[config.mk]
export PLATFORM = sky130hd
export DESIGN_NAME = dds_serial_control_port
export DESIGN_NICKNAME = d
export VERILOG_FILES = /design/src/common/dds_pkg.sv /design/src/design/freq_word_store.sv /design/src/design/dds_serial_control_port.sv
export SDC_FILE = /design/constraint.sdc
export NUM_CORES = 1
export LEC_CHECK = 0
export BUFFER_PORTS_ARGS = -buffer_cell sky130_fd_sc_hd__buf_2
export CAP_MARGIN = 10
export CELL_PAD_IN_SITES_DETAIL_PLACEMENT = 1
export CELL_PAD_IN_SITES_GLOBAL_PLACEMENT = 1
export CORE_MARGIN = 2
export CORE_UTILIZATION = 52
export CTS_CLUSTER_SIZE = 28
export DETAILED_ROUTE_END_ITERATION = 8
export GPL_ROUTABILITY_DRIVEN = 0
export PLACE_DENSITY_LB_ADDON = 0.1
export SETUP_SLACK_MARGIN = 0.3
export SYNTH_ARGS = -nofsm -noshare
export SYNTH_HDL_FRONTEND = slang
export SYNTH_SLANG_ARGS = --single-unit
[constraint.sdc]
create_clock -name clock_in -period 3.9 [get_ports clock_in]
set_input_delay 0 -clock clock_in [delete_from_list [all_inputs] [get_ports clock_in]]
set_output_delay 0 -clock clock_in [all_outputs]
set_load 0.03 [all_outputs]
[src/common/dds_pkg.sv]
// Constants shared by the serial control port and its frequency store
package dds_pkg;
   localparam int unsigned WORD_BITS      = 16;
   localparam int unsigned BIT_CNT_W      = 4;
   localparam logic [3:0]  LAST_BIT       = 4'hF;
   localparam int unsigned FREQ_W         = 28;
   localparam int unsigned HALF_W         = 14;
   localparam int unsigned PHASE_W        = 12;
   localparam int unsigned CTRL_W         = 14;
   localparam int unsigned SYNC_LINES     = 3;

   // Top two bits of a received word, and the phase bank bit below them
   localparam logic [1:0]  ADDR_CONTROL   = 2'h0;
   localparam logic [1:0]  ADDR_FREQ_A    = 2'h1;
   localparam logic [1:0]  ADDR_FREQ_B    = 2'h2;
   localparam logic [1:0]  ADDR_PHASE     = 2'h3;
   localparam int unsigned PHASE_BANK_BIT = 13;

   // Control field positions
   localparam int unsigned FULL_WORD_BIT  = 13;
   localparam int unsigned HALF_SEL_BIT   = 12;
   localparam int unsigned FREQ_SEL_BIT   = 11;
   localparam int unsigned PHASE_SEL_BIT  = 10;
   localparam int unsigned RESET_BIT      = 8;
   localparam int unsigned MODE_BIT       = 1;

   localparam logic [13:0] CTRL_RESET_VAL = 14'h0100;
   localparam logic [27:0] FREQ_RESET_VAL = 28'h0000000;
   localparam logic [11:0] PHASE_RESET_VAL = 12'h000;

   // Output latency in master clock cycles from the loading write
   localparam int unsigned LATENCY_CYCLES = 7;
   localparam int unsigned PIPE_DEPTH     = LATENCY_CYCLES - 2;
endpackage

[src/design/freq_word_store.sv]
// Two frequency words with half-word writes and a registered read port
`timescale 1ns/10ps
module freq_word_store
   import dds_pkg::*;
(
   input  wire logic              clock_in,
   input  wire logic              rst_n_in,
   input  wire logic              wr_bank_in,
   input  wire logic              wr_hi_in,
   input  wire logic              wr_lo_in,
   input  wire logic [FREQ_W-1:0] wr_data_in,
   input  wire logic              rd_bank_in,
   output logic      [FREQ_W-1:0] rd_data_out
);
   logic [FREQ_W-1:0] word_reg [2];

   // Write each half of the addressed word independently
   genvar g;
   generate
      for (g = 0; g < 2; g++) begin : bank
         always_ff @(posedge clock_in) begin
            if (!rst_n_in) begin
               word_reg[g] <= FREQ_RESET_VAL;
            end else if (wr_bank_in == 1'(g)) begin
               if (wr_hi_in) begin
                  word_reg[g][FREQ_W-1:HALF_W] <= wr_data_in[FREQ_W-1:HALF_W];
               end
               if (wr_lo_in) begin
                  word_reg[g][HALF_W-1:0] <= wr_data_in[HALF_W-1:0];
               end
            end
         end
      end
   endgenerate

   // Bank select zero reads the first word, one the second
   always_ff @(posedge clock_in) begin
      if (!rst_n_in) begin
         rd_data_out <= FREQ_RESET_VAL;
      end else begin
         rd_data_out <= word_reg[rd_bank_in]; // (RULE17) (RULE20)
      end
   end
endmodule

[src/design/dds_serial_control_port.sv]
// Serial word receiver, control decoder and phase path of the waveform generator
//
// Contract
// (RULE1) One 16-bit word per serial transfer
// (RULE2) Accept bits only while frame sync low
// (RULE3) Shift one bit per falling serial clock
// (RULE4) Each 16 bits form a back-to-back word
// (RULE5) Host raises frame sync after 16th edge
// (RULE6) Serial clock high when frame sync falls
// (RULE7) Host holds reset bit during setup
// (RULE8) Reset bit keeps frequency, phase, control
// (RULE9) Output follows reset release by seven cycles
// (RULE10) Register loads reach output in seven cycles
// (RULE11) Control bits sampled into core stage
// (RULE12) Top bits zero means control write
// (RULE13) Full load: low half then high half
// (RULE14) Full load updates register atomically
// (RULE15) Half mode writes one half only
// (RULE16) Half select routes upper or lower half
// (RULE17) Frequency bank select feeds accumulator
// (RULE18) Reset bit clears accumulator to midscale; code clears it to zero
// (RULE19) Phase bank select picks phase offset
// (RULE20) Select zero first bank, one second
`timescale 1ns/10ps
module dds_serial_control_port
   import dds_pkg::*;
(
   input  wire logic               clock_in,
   input  wire logic               rst_n_in,
   input  wire logic               sclk_in,
   input  wire logic               sdata_in,
   input  wire logic               frame_sync_n_in,
   output logic      [PHASE_W-1:0] phase_word_out,
   output logic                    gen_active_out,
   output logic      [CTRL_W-1:0]  control_bits_out
);
   // Pin synchronisers for clock, data and frame sync
   logic [SYNC_LINES-1:0] sync1_reg;
   logic [SYNC_LINES-1:0] sync2_reg;
   logic [SYNC_LINES-1:0] pins;
   logic                  sclk_prev_reg;
   logic                  sclk_s;
   logic                  sdata_s;
   logic                  frame_sync_n_s;
   logic                  sclk_fall;

   assign pins = {frame_sync_n_in, sdata_in, sclk_in};

   genvar g;
   generate
      for (g = 0; g < SYNC_LINES; g++) begin : sync
         always_ff @(posedge clock_in) begin
            if (!rst_n_in) begin
               sync1_reg[g] <= 1'b1;
               sync2_reg[g] <= 1'b1;
            end else begin
               sync1_reg[g] <= pins[g];
               sync2_reg[g] <= sync1_reg[g];
            end
         end
      end
   endgenerate

   assign sclk_s         = sync2_reg[0];
   assign sdata_s        = sync2_reg[1];
   assign frame_sync_n_s = sync2_reg[2];

   always_ff @(posedge clock_in) begin
      if (!rst_n_in) begin
         sclk_prev_reg <= 1'b1;
      end else begin
         sclk_prev_reg <= sclk_s;
      end
   end

   assign sclk_fall = sclk_prev_reg && !sclk_s;

   // Input shift register and bit counter
   logic [WORD_BITS-1:0] shift_reg;
   logic [WORD_BITS-1:0] shift_next;
   logic [BIT_CNT_W-1:0] bit_cnt_reg;
   logic                 word_done_reg;
   logic [WORD_BITS-1:0] word_reg;

   assign shift_next = {shift_reg[WORD_BITS-2:0], sdata_s};

   always_ff @(posedge clock_in) begin
      if (!rst_n_in) begin
         shift_reg <= '0;
      end else if (!frame_sync_n_s && sclk_fall) begin
         shift_reg <= shift_next; // (RULE3)
      end
   end

   always_ff @(posedge clock_in) begin
      if (!rst_n_in) begin
         bit_cnt_reg   <= '0;
         word_done_reg <= 1'b0;
         word_reg      <= '0;
      end else if (frame_sync_n_s) begin
         bit_cnt_reg   <= '0; // (RULE2)
         word_done_reg <= 1'b0;
      end else if (sclk_fall) begin
         bit_cnt_reg   <= bit_cnt_reg + 4'h1; // (RULE1)
         word_done_reg <= (bit_cnt_reg == LAST_BIT);
         if (bit_cnt_reg == LAST_BIT) begin
            word_reg <= shift_next; // (RULE4)
         end
      end else begin
         word_done_reg <= 1'b0;
      end
   end

   // Decode of a finished word
   logic [1:0]          word_addr;
   logic [HALF_W-1:0]   word_data;
   logic                is_control;
   logic                is_freq;
   logic                freq_bank;

   assign word_addr  = word_reg[WORD_BITS-1:WORD_BITS-2];
   assign word_data  = word_reg[HALF_W-1:0];
   assign is_control = word_done_reg && (word_addr == ADDR_CONTROL); // (RULE12)
   assign is_freq    = word_done_reg &&
                       ((word_addr == ADDR_FREQ_A) || (word_addr == ADDR_FREQ_B));
   assign freq_bank  = (word_addr == ADDR_FREQ_B);

   // Control word register
   logic [CTRL_W-1:0] ctrl_reg;
   logic              full_word_load;
   logic              half_select;

   assign full_word_load = ctrl_reg[FULL_WORD_BIT];
   assign half_select    = ctrl_reg[HALF_SEL_BIT];

   always_ff @(posedge clock_in) begin
      if (!rst_n_in) begin
         ctrl_reg <= CTRL_RESET_VAL;
      end else if (is_control) begin
         ctrl_reg <= word_data; // (RULE12)
      end
   end

   always_ff @(posedge clock_in) begin
      if (!rst_n_in) begin
         control_bits_out <= CTRL_RESET_VAL;
      end else begin
         control_bits_out <= ctrl_reg;
      end
   end

   // Frequency write staging, full-word pairing and half routing
   logic              pend_reg;
   logic              pend_bank_reg;
   logic [HALF_W-1:0] pend_low_reg;
   logic              wr_bank_reg;
   logic              wr_hi_reg;
   logic              wr_lo_reg;
   logic [FREQ_W-1:0] wr_data_reg;

   always_ff @(posedge clock_in) begin
      if (!rst_n_in) begin
         pend_reg      <= 1'b0;
         pend_bank_reg <= 1'b0;
         pend_low_reg  <= '0;
      end else if (is_control && !word_data[FULL_WORD_BIT]) begin
         pend_reg <= 1'b0;
      end else if (is_freq && full_word_load) begin
         if (pend_reg && (pend_bank_reg == freq_bank)) begin
            pend_reg <= 1'b0; // (RULE13)
         end else begin
            pend_reg      <= 1'b1;
            pend_bank_reg <= freq_bank;
            pend_low_reg  <= word_data;
         end
      end
   end

   always_ff @(posedge clock_in) begin
      if (!rst_n_in) begin
         wr_bank_reg <= 1'b0;
         wr_hi_reg   <= 1'b0;
         wr_lo_reg   <= 1'b0;
         wr_data_reg <= '0;
      end else begin
         wr_bank_reg <= freq_bank;
         wr_data_reg <= {word_data, word_data};
         wr_hi_reg   <= 1'b0;
         wr_lo_reg   <= 1'b0;
         if (is_freq && full_word_load) begin
            if (pend_reg && (pend_bank_reg == freq_bank)) begin
               wr_hi_reg   <= 1'b1; // (RULE14)
               wr_lo_reg   <= 1'b1;
               wr_data_reg <= {word_data, pend_low_reg};
            end
         end else if (is_freq) begin
            wr_hi_reg <= half_select; // (RULE15) (RULE16)
            wr_lo_reg <= !half_select;
         end
      end
   end

   // Phase offset registers
   logic [PHASE_W-1:0] phase_offset_a;
   logic [PHASE_W-1:0] phase_offset_b;

   always_ff @(posedge clock_in) begin
      if (!rst_n_in) begin
         phase_offset_a <= PHASE_RESET_VAL;
         phase_offset_b <= PHASE_RESET_VAL;
      end else if (word_done_reg && (word_addr == ADDR_PHASE)) begin
         if (word_reg[PHASE_BANK_BIT]) begin
            phase_offset_b <= word_reg[PHASE_W-1:0];
         end else begin
            phase_offset_a <= word_reg[PHASE_W-1:0];
         end
      end
   end

   // Core stage samples the control bits once per master clock
   logic [CTRL_W-1:0] ctrl_core_reg;
   logic              core_reset;

   always_ff @(posedge clock_in) begin
      if (!rst_n_in) begin
         ctrl_core_reg <= CTRL_RESET_VAL;
      end else begin
         ctrl_core_reg <= ctrl_reg; // (RULE11)
      end
   end

   assign core_reset = ctrl_core_reg[RESET_BIT];
   logic [FREQ_W-1:0] freq_rd;
   freq_word_store store (
      .clock_in   (clock_in),
      .rst_n_in   (rst_n_in),
      .wr_bank_in (wr_bank_reg),
      .wr_hi_in   (wr_hi_reg),
      .wr_lo_in   (wr_lo_reg),
      .wr_data_in (wr_data_reg),
      .rd_bank_in (ctrl_core_reg[FREQ_SEL_BIT]),
      .rd_data_out(freq_rd)
   );

   // Phase accumulator, cleared but registers kept while reset bit is set
   logic [FREQ_W-1:0] acc_reg;

   always_ff @(posedge clock_in) begin
      if (!rst_n_in) begin
         acc_reg <= '0;
      end else if (core_reset) begin
         acc_reg <= '0; // (RULE18) (RULE8)
      end else begin
         acc_reg <= acc_reg + freq_rd; // (RULE17)
      end
   end

   // Phase adder and output latency line; offset delayed to match the frequency path
   logic [PHASE_W-1:0] phase_sel;
   logic [PHASE_W-1:0] phase_sel_reg;
   logic [PHASE_W-1:0] phase_late_reg;
   logic [PHASE_W-1:0] sum_pipe_reg [PIPE_DEPTH];
   logic [PIPE_DEPTH-1:0] active_pipe_reg;
   assign phase_sel = ctrl_core_reg[PHASE_SEL_BIT] ? phase_offset_b : phase_offset_a; // (RULE19)

   always_ff @(posedge clock_in) begin
      if (!rst_n_in) begin
         phase_sel_reg      <= PHASE_RESET_VAL;
         phase_late_reg     <= PHASE_RESET_VAL;
         sum_pipe_reg[0]    <= '0;
         active_pipe_reg[0] <= 1'b0;
      end else begin
         phase_sel_reg      <= phase_sel;
         phase_late_reg     <= phase_sel_reg; // (RULE10)
         sum_pipe_reg[0]    <= acc_reg[FREQ_W-1:FREQ_W-PHASE_W] + phase_late_reg;
         active_pipe_reg[0] <= !core_reset; // (RULE9)
      end
   end

   generate
      for (g = 1; g < PIPE_DEPTH; g++) begin : pipe
         always_ff @(posedge clock_in) begin
            if (!rst_n_in) begin
               sum_pipe_reg[g]    <= '0;
               active_pipe_reg[g] <= 1'b0;
            end else begin
               sum_pipe_reg[g]    <= sum_pipe_reg[g-1]; // (RULE10)
               active_pipe_reg[g] <= active_pipe_reg[g-1];
            end
         end
      end
   endgenerate
   assign phase_word_out = sum_pipe_reg[PIPE_DEPTH-1];
   assign gen_active_out = active_pipe_reg[PIPE_DEPTH-1];

   // Checks
   frame_idle_a: assert property (@(posedge clock_in) disable iff (!rst_n_in) // (RULE2)
      frame_sync_n_s |=> (bit_cnt_reg == 4'h0) && !word_done_reg)
      else $error("bit counter not cleared while frame sync high");
   bit_shift_a: assert property (@(posedge clock_in) disable iff (!rst_n_in) // (RULE3)
      (!frame_sync_n_s && sclk_fall) |=>
         (bit_cnt_reg == $past(bit_cnt_reg) + 4'h1) && (shift_reg[0] == $past(sdata_s)))
      else $error("falling serial clock did not shift one bit");
   word_group_a: assert property (@(posedge clock_in) disable iff (!rst_n_in) // (RULE4)
      (!frame_sync_n_s && sclk_fall && bit_cnt_reg == LAST_BIT) |=>
         word_done_reg && (bit_cnt_reg == 4'h0) ##1 !word_done_reg)
      else $error("sixteenth bit did not complete a word");
   ctrl_decode_a: assert property (@(posedge clock_in) disable iff (!rst_n_in) // (RULE12)
      (word_done_reg && word_addr == ADDR_CONTROL) |=> ctrl_reg == $past(word_data))
      else $error("control word not stored");
   atomic_load_a: assert property (@(posedge clock_in) disable iff (!rst_n_in) // (RULE14)
      (is_freq && full_word_load && !pend_reg) |=> !wr_hi_reg && !wr_lo_reg && pend_reg)
      else $error("first half of full load reached the frequency register");
   half_route_a: assert property (@(posedge clock_in) disable iff (!rst_n_in) // (RULE16)
      (is_freq && !full_word_load) |=>
         (wr_hi_reg == $past(half_select)) && (wr_lo_reg != $past(half_select)))
      else $error("half write routed to the wrong half");
   reset_keep_a: assert property (@(posedge clock_in) disable iff (!rst_n_in) // (RULE8)
      (core_reset && !word_done_reg) |=> $stable(phase_offset_a) && $stable(phase_offset_b))
      else $error("reset bit disturbed the phase registers");
   acc_clear_a: assert property (@(posedge clock_in) disable iff (!rst_n_in) // (RULE18)
      core_reset |=> acc_reg == 28'h0000000)
      else $error("accumulator not cleared under reset bit");
   acc_step_a: assert property (@(posedge clock_in) disable iff (!rst_n_in) // (RULE17)
      !core_reset |=> acc_reg == $past(acc_reg) + $past(freq_rd))
      else $error("accumulator did not add selected frequency");
   reset_latency_a: assert property (@(posedge clock_in) disable iff (!rst_n_in) // (RULE9)
      (is_control && ctrl_reg[RESET_BIT] && !word_data[RESET_BIT] && !gen_active_out) |->
         ##6 !gen_active_out ##1 gen_active_out)
      else $error("output not started seven cycles after reset release");
   phase_pick_a: assert property (@(posedge clock_in) disable iff (!rst_n_in) // (RULE19)
      1'b1 |=> phase_sel_reg ==
         ($past(ctrl_core_reg[PHASE_SEL_BIT]) ? $past(phase_offset_b) : $past(phase_offset_a)))
      else $error("wrong phase offset selected");
   phase_delay_a: assert property (@(posedge clock_in) disable iff (!rst_n_in) // (RULE10)
      1'b1 |=> sum_pipe_reg[0] ==
         12'($past(acc_reg[FREQ_W-1:FREQ_W-PHASE_W]) + $past(phase_sel, 3)))
      else $error("phase offset reached the adder with the wrong delay");
endmodule

==> implementation parameters, run 1 <==
Parameter                              Value

Status
  Status ... finished, final reports clean

Cells and area
  Final nets ... 1,388
  Number of non-filler instances in the completed layout ... 1,690
  Layout cells sized above 1 ... 0.0827
  Layout filler cell count ... 2,733
  Area Growth Syn to Fin ... 12.9%
  Antenna Cells ... 0
  Max reg flops ... 60

Critical path
  Worst path slowest cell ... sky130_fd_sc_hd__fa_1
  Worst setup path endpoint ... acc_reg[24]
  Cell class contributing the biggest share of worst-path delay ... compound AO/OA/AOI/OAI gates
  Slowest cell delay on critical path ... 460 ps
  Total number of cells along the worst setup path ... 8
  Reg2reg start ... store.rd_data_out[0]
  Setup crit start ... store.rd_data_out[0]
  Endpoint of the most critical register-to-register path ... acc_reg[24]
  Crit Path Class ... reg -> reg
  Reg-to-reg setup timing slack ... 1500 ps
  CP arrival ... 2800 ps
  Largest fanout on the critical path ... 7
  CP startpoint kind ... flop
  CP Buf/Inv Count ... 0
  CP Cell Sequence ... ha_1 -> fa_1 -> a211oi_2 -> o21a_1 -> o31ai_4 -> a211o_1 -> a32oi_1 -> nand4_1
  Number of cells on the worst reg-to-reg path ... 8
  Critical path endpoint category ... flop
  Required time of the critical path ... 4290 ps

Placement
  HPWL Detailed ... 19,500 um
  Port Buf Inserts ... 31
  Placed cell count ... 1,620
  Worst Setup Slack post-DPL ... 1550 ps

Clock network
  Worst-Skew Late Latency ... 520 ps
  Worst-path clk slew ... 60 ps
  Clock net sink count ... 343
  Number of gates resized after cts ... 0
  Number of levels in the clock H-tree ... 2
  TritonCTS buffer count ... 37
  CTS root buf ... sky130_fd_sc_hd__clkbuf_16
  Clock tree buffer depth ... 3
  CTS tree ... built

STA
  Post-layout worst setup margin ... 1500 ps
  TNS Setup ... 0 ps
  Share of the clock period used by the worst path after layout ... 0.617
  Headroom to the max-slew limit ... 0.341
  Final setup violation count ... 0
  Clock skew ... 9.54 ps
  Max-slew violation total from the final report ... 0
  Clock period minus final worst setup slack ... 2400 ps
  RSZ-0062 raised after global routing ... false
  Maximum clock frequency ... 0.416 GHz
  Number of hold-slack violations in the final timing report ... 0
  Final-layout worst hold slack ... 220 ps
  Slew at the pin closest to its max-slew limit ... 986 ps

Detailed routing
  Via count ... 9,114
  DRT iter0 DRCs ... 442
  Uppermost metal layer occupied by signal nets ... met4
  Routed length on met3 ... 986 um
  Antenna-violating nets left ... 0
  Total DRC errors in the routed layout ... 0
  Sum of routed wire segments on met1 ... 13,600 um
  Total length of routed wires ... 30,400 um
  Average routed wire per standard cell ... 18.0 um
  Vias per cell ... 5.39
  Detailed-routing iteration count for the pre-antenna-repair pass ... 4
  Total met2 wirelength after detailed routing ... 15,100 um

Synth
  Netlist Area Pre-Place ... 13,000 um2
  Number of nets produced by synthesis ... 1,374
  Post-synthesis cell type with the largest combined area ... sky130_fd_sc_hd__dfxtp_1
  Post-Syn Area per Cell ... 9.79 um2
  Number of standard cells after synthesis ... 1,325
  Sequential area share after synthesis ... 0.572
  Synth async-reset ratio ... 0
  Yosys reg bits ... 343
  Yosys warning count ... 0
  Number of enable-type register cells in the synthesized netlist ... 56
  Cell variety after synth ... 54
  Primary FF master, synth ... sky130_fd_sc_hd__dfxtp_1
  Area contributors post-synth ... sky130_fd_sc_hd__dfxtp_1 (44%), sky130_fd_sc_hd__edfxtp_1 (13%), sky130_fd_sc_hd__and2_1 (6.4%)
  Synth top area share ... 0.443

Power and ir drop
  Leakage power ... 6.00 nW
  Combinational share of power ... 0.016
  Maximum ir drop on the vdd rail ... 0.347 mV
  Net Sw Frac ... 0.203
  Share of power burned in the clock network ... 0.491
  Power per Cell Area ... 503 nW/um2
  Sequential share of power ... 0.493
  Switching power of the nets ... 1.49 mW
  Internal power ... 5.88 mW

Global routing
  Pin count of the biggest net entering global routing ... 85
  Total grt overflow ... 0
  Global routing usage summed across all routing layers ... 0.236
  Initial antenna violation count ... 0
  Global-route wire length before repair ... 49,700 um
  Via count of the first global-routing pass ... 9,469

Floorplanning
  Initial standard-cell utilization of the core ... 0.532
  Number of core rows ... 57
  I/O Pins ... 32
  Die width ... 162 um
  Area enclosed by the die boundary ... 26,200 um2
  Die Ht ... 162 um
  Core region area ... 24,400 um2

Hold path
  HP Class ... in -> reg

Flow run
  Max Cap Viol ... 0
-- cell usage after synthesis (2+ instances only) --
master / count
sky130_fd_sc_hd__a211o_1: 2
sky130_fd_sc_hd__a211oi_1: 5
sky130_fd_sc_hd__a211oi_2: 3
sky130_fd_sc_hd__a21boi_0: 2
sky130_fd_sc_hd__a21o_1: 20
sky130_fd_sc_hd__a21oi_1: 138
sky130_fd_sc_hd__a31oi_1: 3
sky130_fd_sc_hd__and2_1: 132
sky130_fd_sc_hd__and3_1: 5
sky130_fd_sc_hd__and4_1: 4
sky130_fd_sc_hd__buf_1: 5
sky130_fd_sc_hd__buf_2: 10
sky130_fd_sc_hd__clkbuf_1: 54
sky130_fd_sc_hd__dfxtp_1: 287
sky130_fd_sc_hd__edfxtp_1: 56
sky130_fd_sc_hd__fa_1: 2
sky130_fd_sc_hd__ha_1: 42
sky130_fd_sc_hd__inv_1: 39
sky130_fd_sc_hd__mux2i_1: 45
sky130_fd_sc_hd__nand2_1: 195
sky130_fd_sc_hd__nand2b_1: 16
sky130_fd_sc_hd__nand3_1: 17
sky130_fd_sc_hd__nand4_1: 11
sky130_fd_sc_hd__nor2_1: 109
sky130_fd_sc_hd__nor2b_1: 3
sky130_fd_sc_hd__nor3_1: 18
sky130_fd_sc_hd__nor4_1: 2
sky130_fd_sc_hd__o211ai_1: 7
sky130_fd_sc_hd__o21a_1: 13
sky130_fd_sc_hd__o21ai_0: 21
sky130_fd_sc_hd__o21ai_1: 2
sky130_fd_sc_hd__o21bai_1: 5
sky130_fd_sc_hd__or2_2: 5
sky130_fd_sc_hd__or3_1: 6
sky130_fd_sc_hd__xnor2_1: 13
sky130_fd_sc_hd__xor2_1: 10
-- tightest hold or removal path: cells and delay by family --
kind | cells | cell delay, ps
and+or+nand+nor | 1 | 90
buffers and inverters | 2 | 620
-- through the flow --
stage | utilization | total power [mW] | area (um2)
floorplan | - | 3.79 | 13000
global placement | 0.547 | 3.82 | 13300
detailed placement | 0.547 | 3.83 | 13300
CTS | 0.600 | 7.43 | 14600
global route | 0.600 | 7.60 | 14600
finish | 0.600 | 7.37 | 14600
-- cells in the final DEF, fill, tap and decap left out, types with 16 or more instances in the layout --
cell	count
sky130_fd_sc_hd__nand2b_1	16
sky130_fd_sc_hd__mux2i_1	45
sky130_fd_sc_hd__and2_1	132
sky130_fd_sc_hd__a21o_1	20
sky130_fd_sc_hd__edfxtp_1	56
sky130_fd_sc_hd__dfxtp_1	287
sky130_fd_sc_hd__nand2_1	195
sky130_fd_sc_hd__clkbuf_16	38
sky130_fd_sc_hd__a21oi_1	138
sky130_fd_sc_hd__buf_2	30
sky130_fd_sc_hd__inv_1	38
sky130_fd_sc_hd__ha_1	42
sky130_fd_sc_hd__nor3_1	18
sky130_fd_sc_hd__nor2_1	109
sky130_fd_sc_hd__o21ai_0	19
sky130_fd_sc_hd__nand3_1	17
-- how the worst min path moves through the flow --
stage	from	end	slack, ps	cells past startpoint
finish	sdata_in	sync1_reg[1]	220	3
global route	frame_sync_n_in	sync1_reg[2]	220	3
CTS	frame_sync_n_in	sync1_reg[2]	200	3
detailed placement	frame_sync_n_in	sync1_reg[2]	190	2
global placement	sdata_in	sync1_reg[1]	180	2
floorplan	rst_n_in	ctrl_core_reg[8]	100	1
-- layer usage --
metal,track usage,vias up
met5,0,-
met4,0.0672,0
met3,0.0363,56
met2,0.417,127
met1,0.302,4471
li1,-,4460
-- repair_timing --
item                                   4_1_cts  5_1_grt
endpoints found under the hold margin       38        0
hold buffers                                 4        0
setup buffers                                0        0
-- power groups by stage --
| stage | Combinational (mW) | Sequential, mW | Clock, mW |
|---|---|---|---|
| finish | 0.115 | 3.64 | 3.62 |
| global route | 0.128 | 3.64 | 3.84 |
| CTS | 0.116 | 3.64 | 3.67 |
| detailed placement | 0.111 | 3.72 | 0 |
| global placement | 0.108 | 3.71 | 0 |
| floorplan | 0.0806 | 3.71 | 0 |
-- logic make-up (layout without fill, tap and decap cells) --
family	Yosys count	count (layout)	share of synthesized area
buffers and inverters	110	151	0.0337
adders and majority gates	44	44	0.0436
and+or+nand+nor	528	528	0.194
muxes	45	45	0.0347
xor gates and xnor gates	23	23	0.0155
DFF	343	343	0.572
AOI/OAI and AO/OA	232	232	0.106
-- cell type report --
type,instances,area (um2),share of cell area
Clock buffer,50,1050,0.0714
Clock inverter,16,229,0.0156
Inverter,39,148,0.0101
Multi-Input combinational cell,872,5110,0.349
Sequential cell,343,7430,0.507
Tap cell,324,405,0.0277
Timing Repair Buffer,46,280,0.0191
Note: power is estimated with default switching activity, not from simulation.
==> run 2: changes to the inputs <==
--- a/config.mk
+++ b/config.mk
@@ -10,7 +10,7 @@
 export CELL_PAD_IN_SITES_DETAIL_PLACEMENT = 1
 export CELL_PAD_IN_SITES_GLOBAL_PLACEMENT = 1
 export CORE_MARGIN = 2
-export CORE_UTILIZATION = 52
+export CORE_UTILIZATION = 49
 export CTS_CLUSTER_SIZE = 28
 export DETAILED_ROUTE_END_ITERATION = 8
 export GPL_ROUTABILITY_DRIVEN = 0
==> constraint.sdc (replaced) <==
create_clock -name clock_in -period 2.5 [get_ports clock_in]
set_input_delay 0 -clock clock_in [delete_from_list [all_inputs] [get_ports clock_in]]
set_output_delay 0 -clock clock_in [all_outputs]
set_load 0.03 [all_outputs]
==> run 2 against run 1 <==
Net effect:
- sequential cell count unchanged
- combinational power is 58% higher
- routed wire length decreased by 3.7%
- maximum frequency increased by 8.7%
- first-iteration DRC count shrank 12%
- highest routed layer unchanged
- die area rose by 6.0%
- clock skew is 15 ps higher
- critical path depth decreased by 1
- hold slack got worse by 5.5 ps
- core utilization fell by 3.4 points
- clock power is 45% higher
- largest cell class unchanged
- critical path type unchanged
==> implementation parameters, run 2 (same netlist as run 1, synthesis figures left out) <==
Parameter                              Value

Critical path
  Reg2reg start ... store.rd_data_out[1]
  Endpoint of the most critical register-to-register path ... acc_reg[27]
  Crit Path Class ... reg -> reg
  CP startpoint kind ... flop
  CP arrival ... 2640 ps
  Number of cells on the worst reg-to-reg path ... 7
  Required time of the critical path ... 2930 ps
  Critical path endpoint category ... flop
  Reg-to-reg setup timing slack ... 290 ps
  Largest fanout on the critical path ... 6

Detailed routing
  Total length of routed wires ... 29,300 um
  Average routed wire per standard cell ... 17.1 um
  Routed length on met3 ... 960 um
  Total met2 wirelength after detailed routing ... 14,300 um
  DRT iter0 DRCs ... 391
  Sum of routed wire segments on met1 ... 13,500 um
  Detailed-routing iteration count for the pre-antenna-repair pass ... 5
  Uppermost metal layer occupied by signal nets ... met4
  Vias per cell ... 5.29
  Total DRC errors in the routed layout ... 0
  Via count ... 9,080
  Antenna-violating nets left ... 0

Power and ir drop
  Maximum ir drop on the vdd rail ... 0.681 mV
  Net Sw Frac ... 0.207
  Leakage power ... 6.03 nW
  Internal power ... 8.81 mW
  Power per Cell Area ... 752 nW/um2
  Share of power burned in the clock network ... 0.473
  Sequential share of power ... 0.511
  Switching power of the nets ... 2.30 mW
  Combinational share of power ... 0.016

Global routing
  Global-route wire length before repair ... 48,300 um
  Total grt overflow ... 0
  Initial antenna violation count ... 0
  Via count of the first global-routing pass ... 9,336
  Global routing usage summed across all routing layers ... 0.214
  Pin count of the biggest net entering global routing ... 82

Hold path
  Worst Hold End ... sync1_reg[0]
  Worst Hold Path Cells ... 3
  Startpoint of the most critical hold path ... sclk_in
  HP Class ... in -> reg

Floorplanning
  Area enclosed by the die boundary ... 27,800 um2
  Die Ht ... 167 um
  Core region area ... 26,100 um2
  Number of core rows ... 59
  I/O Pins ... 32
  Die width ... 167 um
  Initial standard-cell utilization of the core ... 0.498

STA
  Final setup violation count ... 0
  Slew at the pin closest to its max-slew limit ... 890 ps
  Final-layout worst hold slack ... 214 ps
  Clock period minus final worst setup slack ... 2210 ps
  Clock skew ... 24.5 ps
  Maximum clock frequency ... 0.452 GHz
  Share of the clock period used by the worst path after layout ... 0.885
  RSZ-0062 raised after global routing ... true
  TNS Setup ... 0 ps
  Number of hold-slack violations in the final timing report ... 0
  Max-slew violation total from the final report ... 0
  Headroom to the max-slew limit ... 0.405

Clock network
  Worst-Skew Late Latency ... 520 ps
  TritonCTS buffer count ... 36
  Worst-path clk slew ... 60 ps
  CTS root buf ... sky130_fd_sc_hd__clkbuf_16
  CTS tree ... built
  Number of levels in the clock H-tree ... 2
  Clock tree buffer depth ... 3
  Clock net sink count ... 343

Placement
  Standard cell area after detailed placement ... 13,400 um2
  Port Buf Inserts ... 31
  HPWL Detailed ... 19,600 um

Cells and area
  Antenna Cells ... 0
  Final nets ... 1,403
  Layout cells sized above 1 ... 0.104
  Area Growth Syn to Fin ... 13.9%
  Leading cell type in the layout, fill and taps excluded ... sky130_fd_sc_hd__dfxtp_1
  Final instance area ... 14,800 um2
  Max reg flops ... 60
  Most frequent cells in the layout ... sky130_fd_sc_hd__dfxtp_1 (284), sky130_fd_sc_hd__nand2_1 (194), sky130_fd_sc_hd__a21oi_1 (135), sky130_fd_sc_hd__and2_1 (132), sky130_fd_sc_hd__nor2_1 (109)

Status
  Status ... finished, final reports clean

Flow run
  Max Cap Viol ... 0
-- run 2: cell types whose count changed in the layout (fill, tap and decap cells not counted), sizes merged --
cell	change
clkinvlp	+2
dlygate4sd3	+1
clkbuf	+2
buf	+15
bufinv	-4
-- run 2: how the worst max path moves through the flow --
stage,start,endpoint,slack [ps],cells after the start
detailed placement,store.rd_data_out[0],acc_reg[24],130,8
finish,store.rd_data_out[1],acc_reg[27],290,7
global route,acc_reg[20],acc_reg[23],180,7
global placement,store.rd_data_out[0],acc_reg[16],210,8
floorplan,store.rd_data_out[0],acc_reg[24],340,8
CTS,acc_reg[0],acc_reg[24],250,8
-- run 2: what timing repair did --
item	CTS	global route
pin swaps	8	9
setup buffers	5	1
resized for setup	9	12
cloned	0	0
hold buffers	5	0
hold endpoints to repair	15	0
setup endpoints to repair	8	32
-- run 2: metrics by stage --
| step | instances | setup slack (ps) | power, mW | util |
|---|---|---|---|---|
| 2_1_floorplan | 1325 | 342 | 5.91 | - |
| 3_3_place_gp | 1640 | 205 | 5.97 | 0.515 |
| 3_5_place_dp | 1640 | 125 | 5.97 | 0.515 |
| 4_1_cts | 1716 | 252 | 11.2 | 0.565 |
| 5_1_grt | 1717 | 183 | 11.5 | 0.567 |
| 6_report | 1717 | 287 | 11.1 | 0.567 |
-- run 2: area by class of cell --
type                            count  area, um2
Multi-Input combinational cell    872       5170
Clock inverter                     14        116
Fill cell                        2882      11300
Tap cell                          335        419
Clock buffer                       52       1070
Timing Repair Buffer               62        419
Sequential cell                   343       7430
Inverter                           39        148
-- run 2: power by group through the flow --
stage	Sequential, mW	Combinational (mW)	Clock [mW]
6_report	5.67	0.182	5.26
4_1_cts	5.67	0.184	5.37
2_1_floorplan	5.79	0.126	0
5_1_grt	5.68	0.203	5.60
3_5_place_dp	5.80	0.176	0
3_3_place_gp	5.79	0.173	0
-- run 2: critical path, stage by stage, from the launching register on --
cell                       delay (ps)
sky130_fd_sc_hd__dfxtp_1          340
sky130_fd_sc_hd__ha_1             330
sky130_fd_sc_hd__a211oi_2         290
sky130_fd_sc_hd__o21ai_2          160
sky130_fd_sc_hd__a21oi_2          350
sky130_fd_sc_hd__nor4bb_1         140
sky130_fd_sc_hd__or3_1            370
sky130_fd_sc_hd__a21oi_1          150
-- run 2: per-layer routing --
layer	global-route usage	vias to the layer above
met4	0.0521	0
met3	0.0368	47
li1	-	4490
met2	0.373	119
met5	0	-
met1	0.277	4424
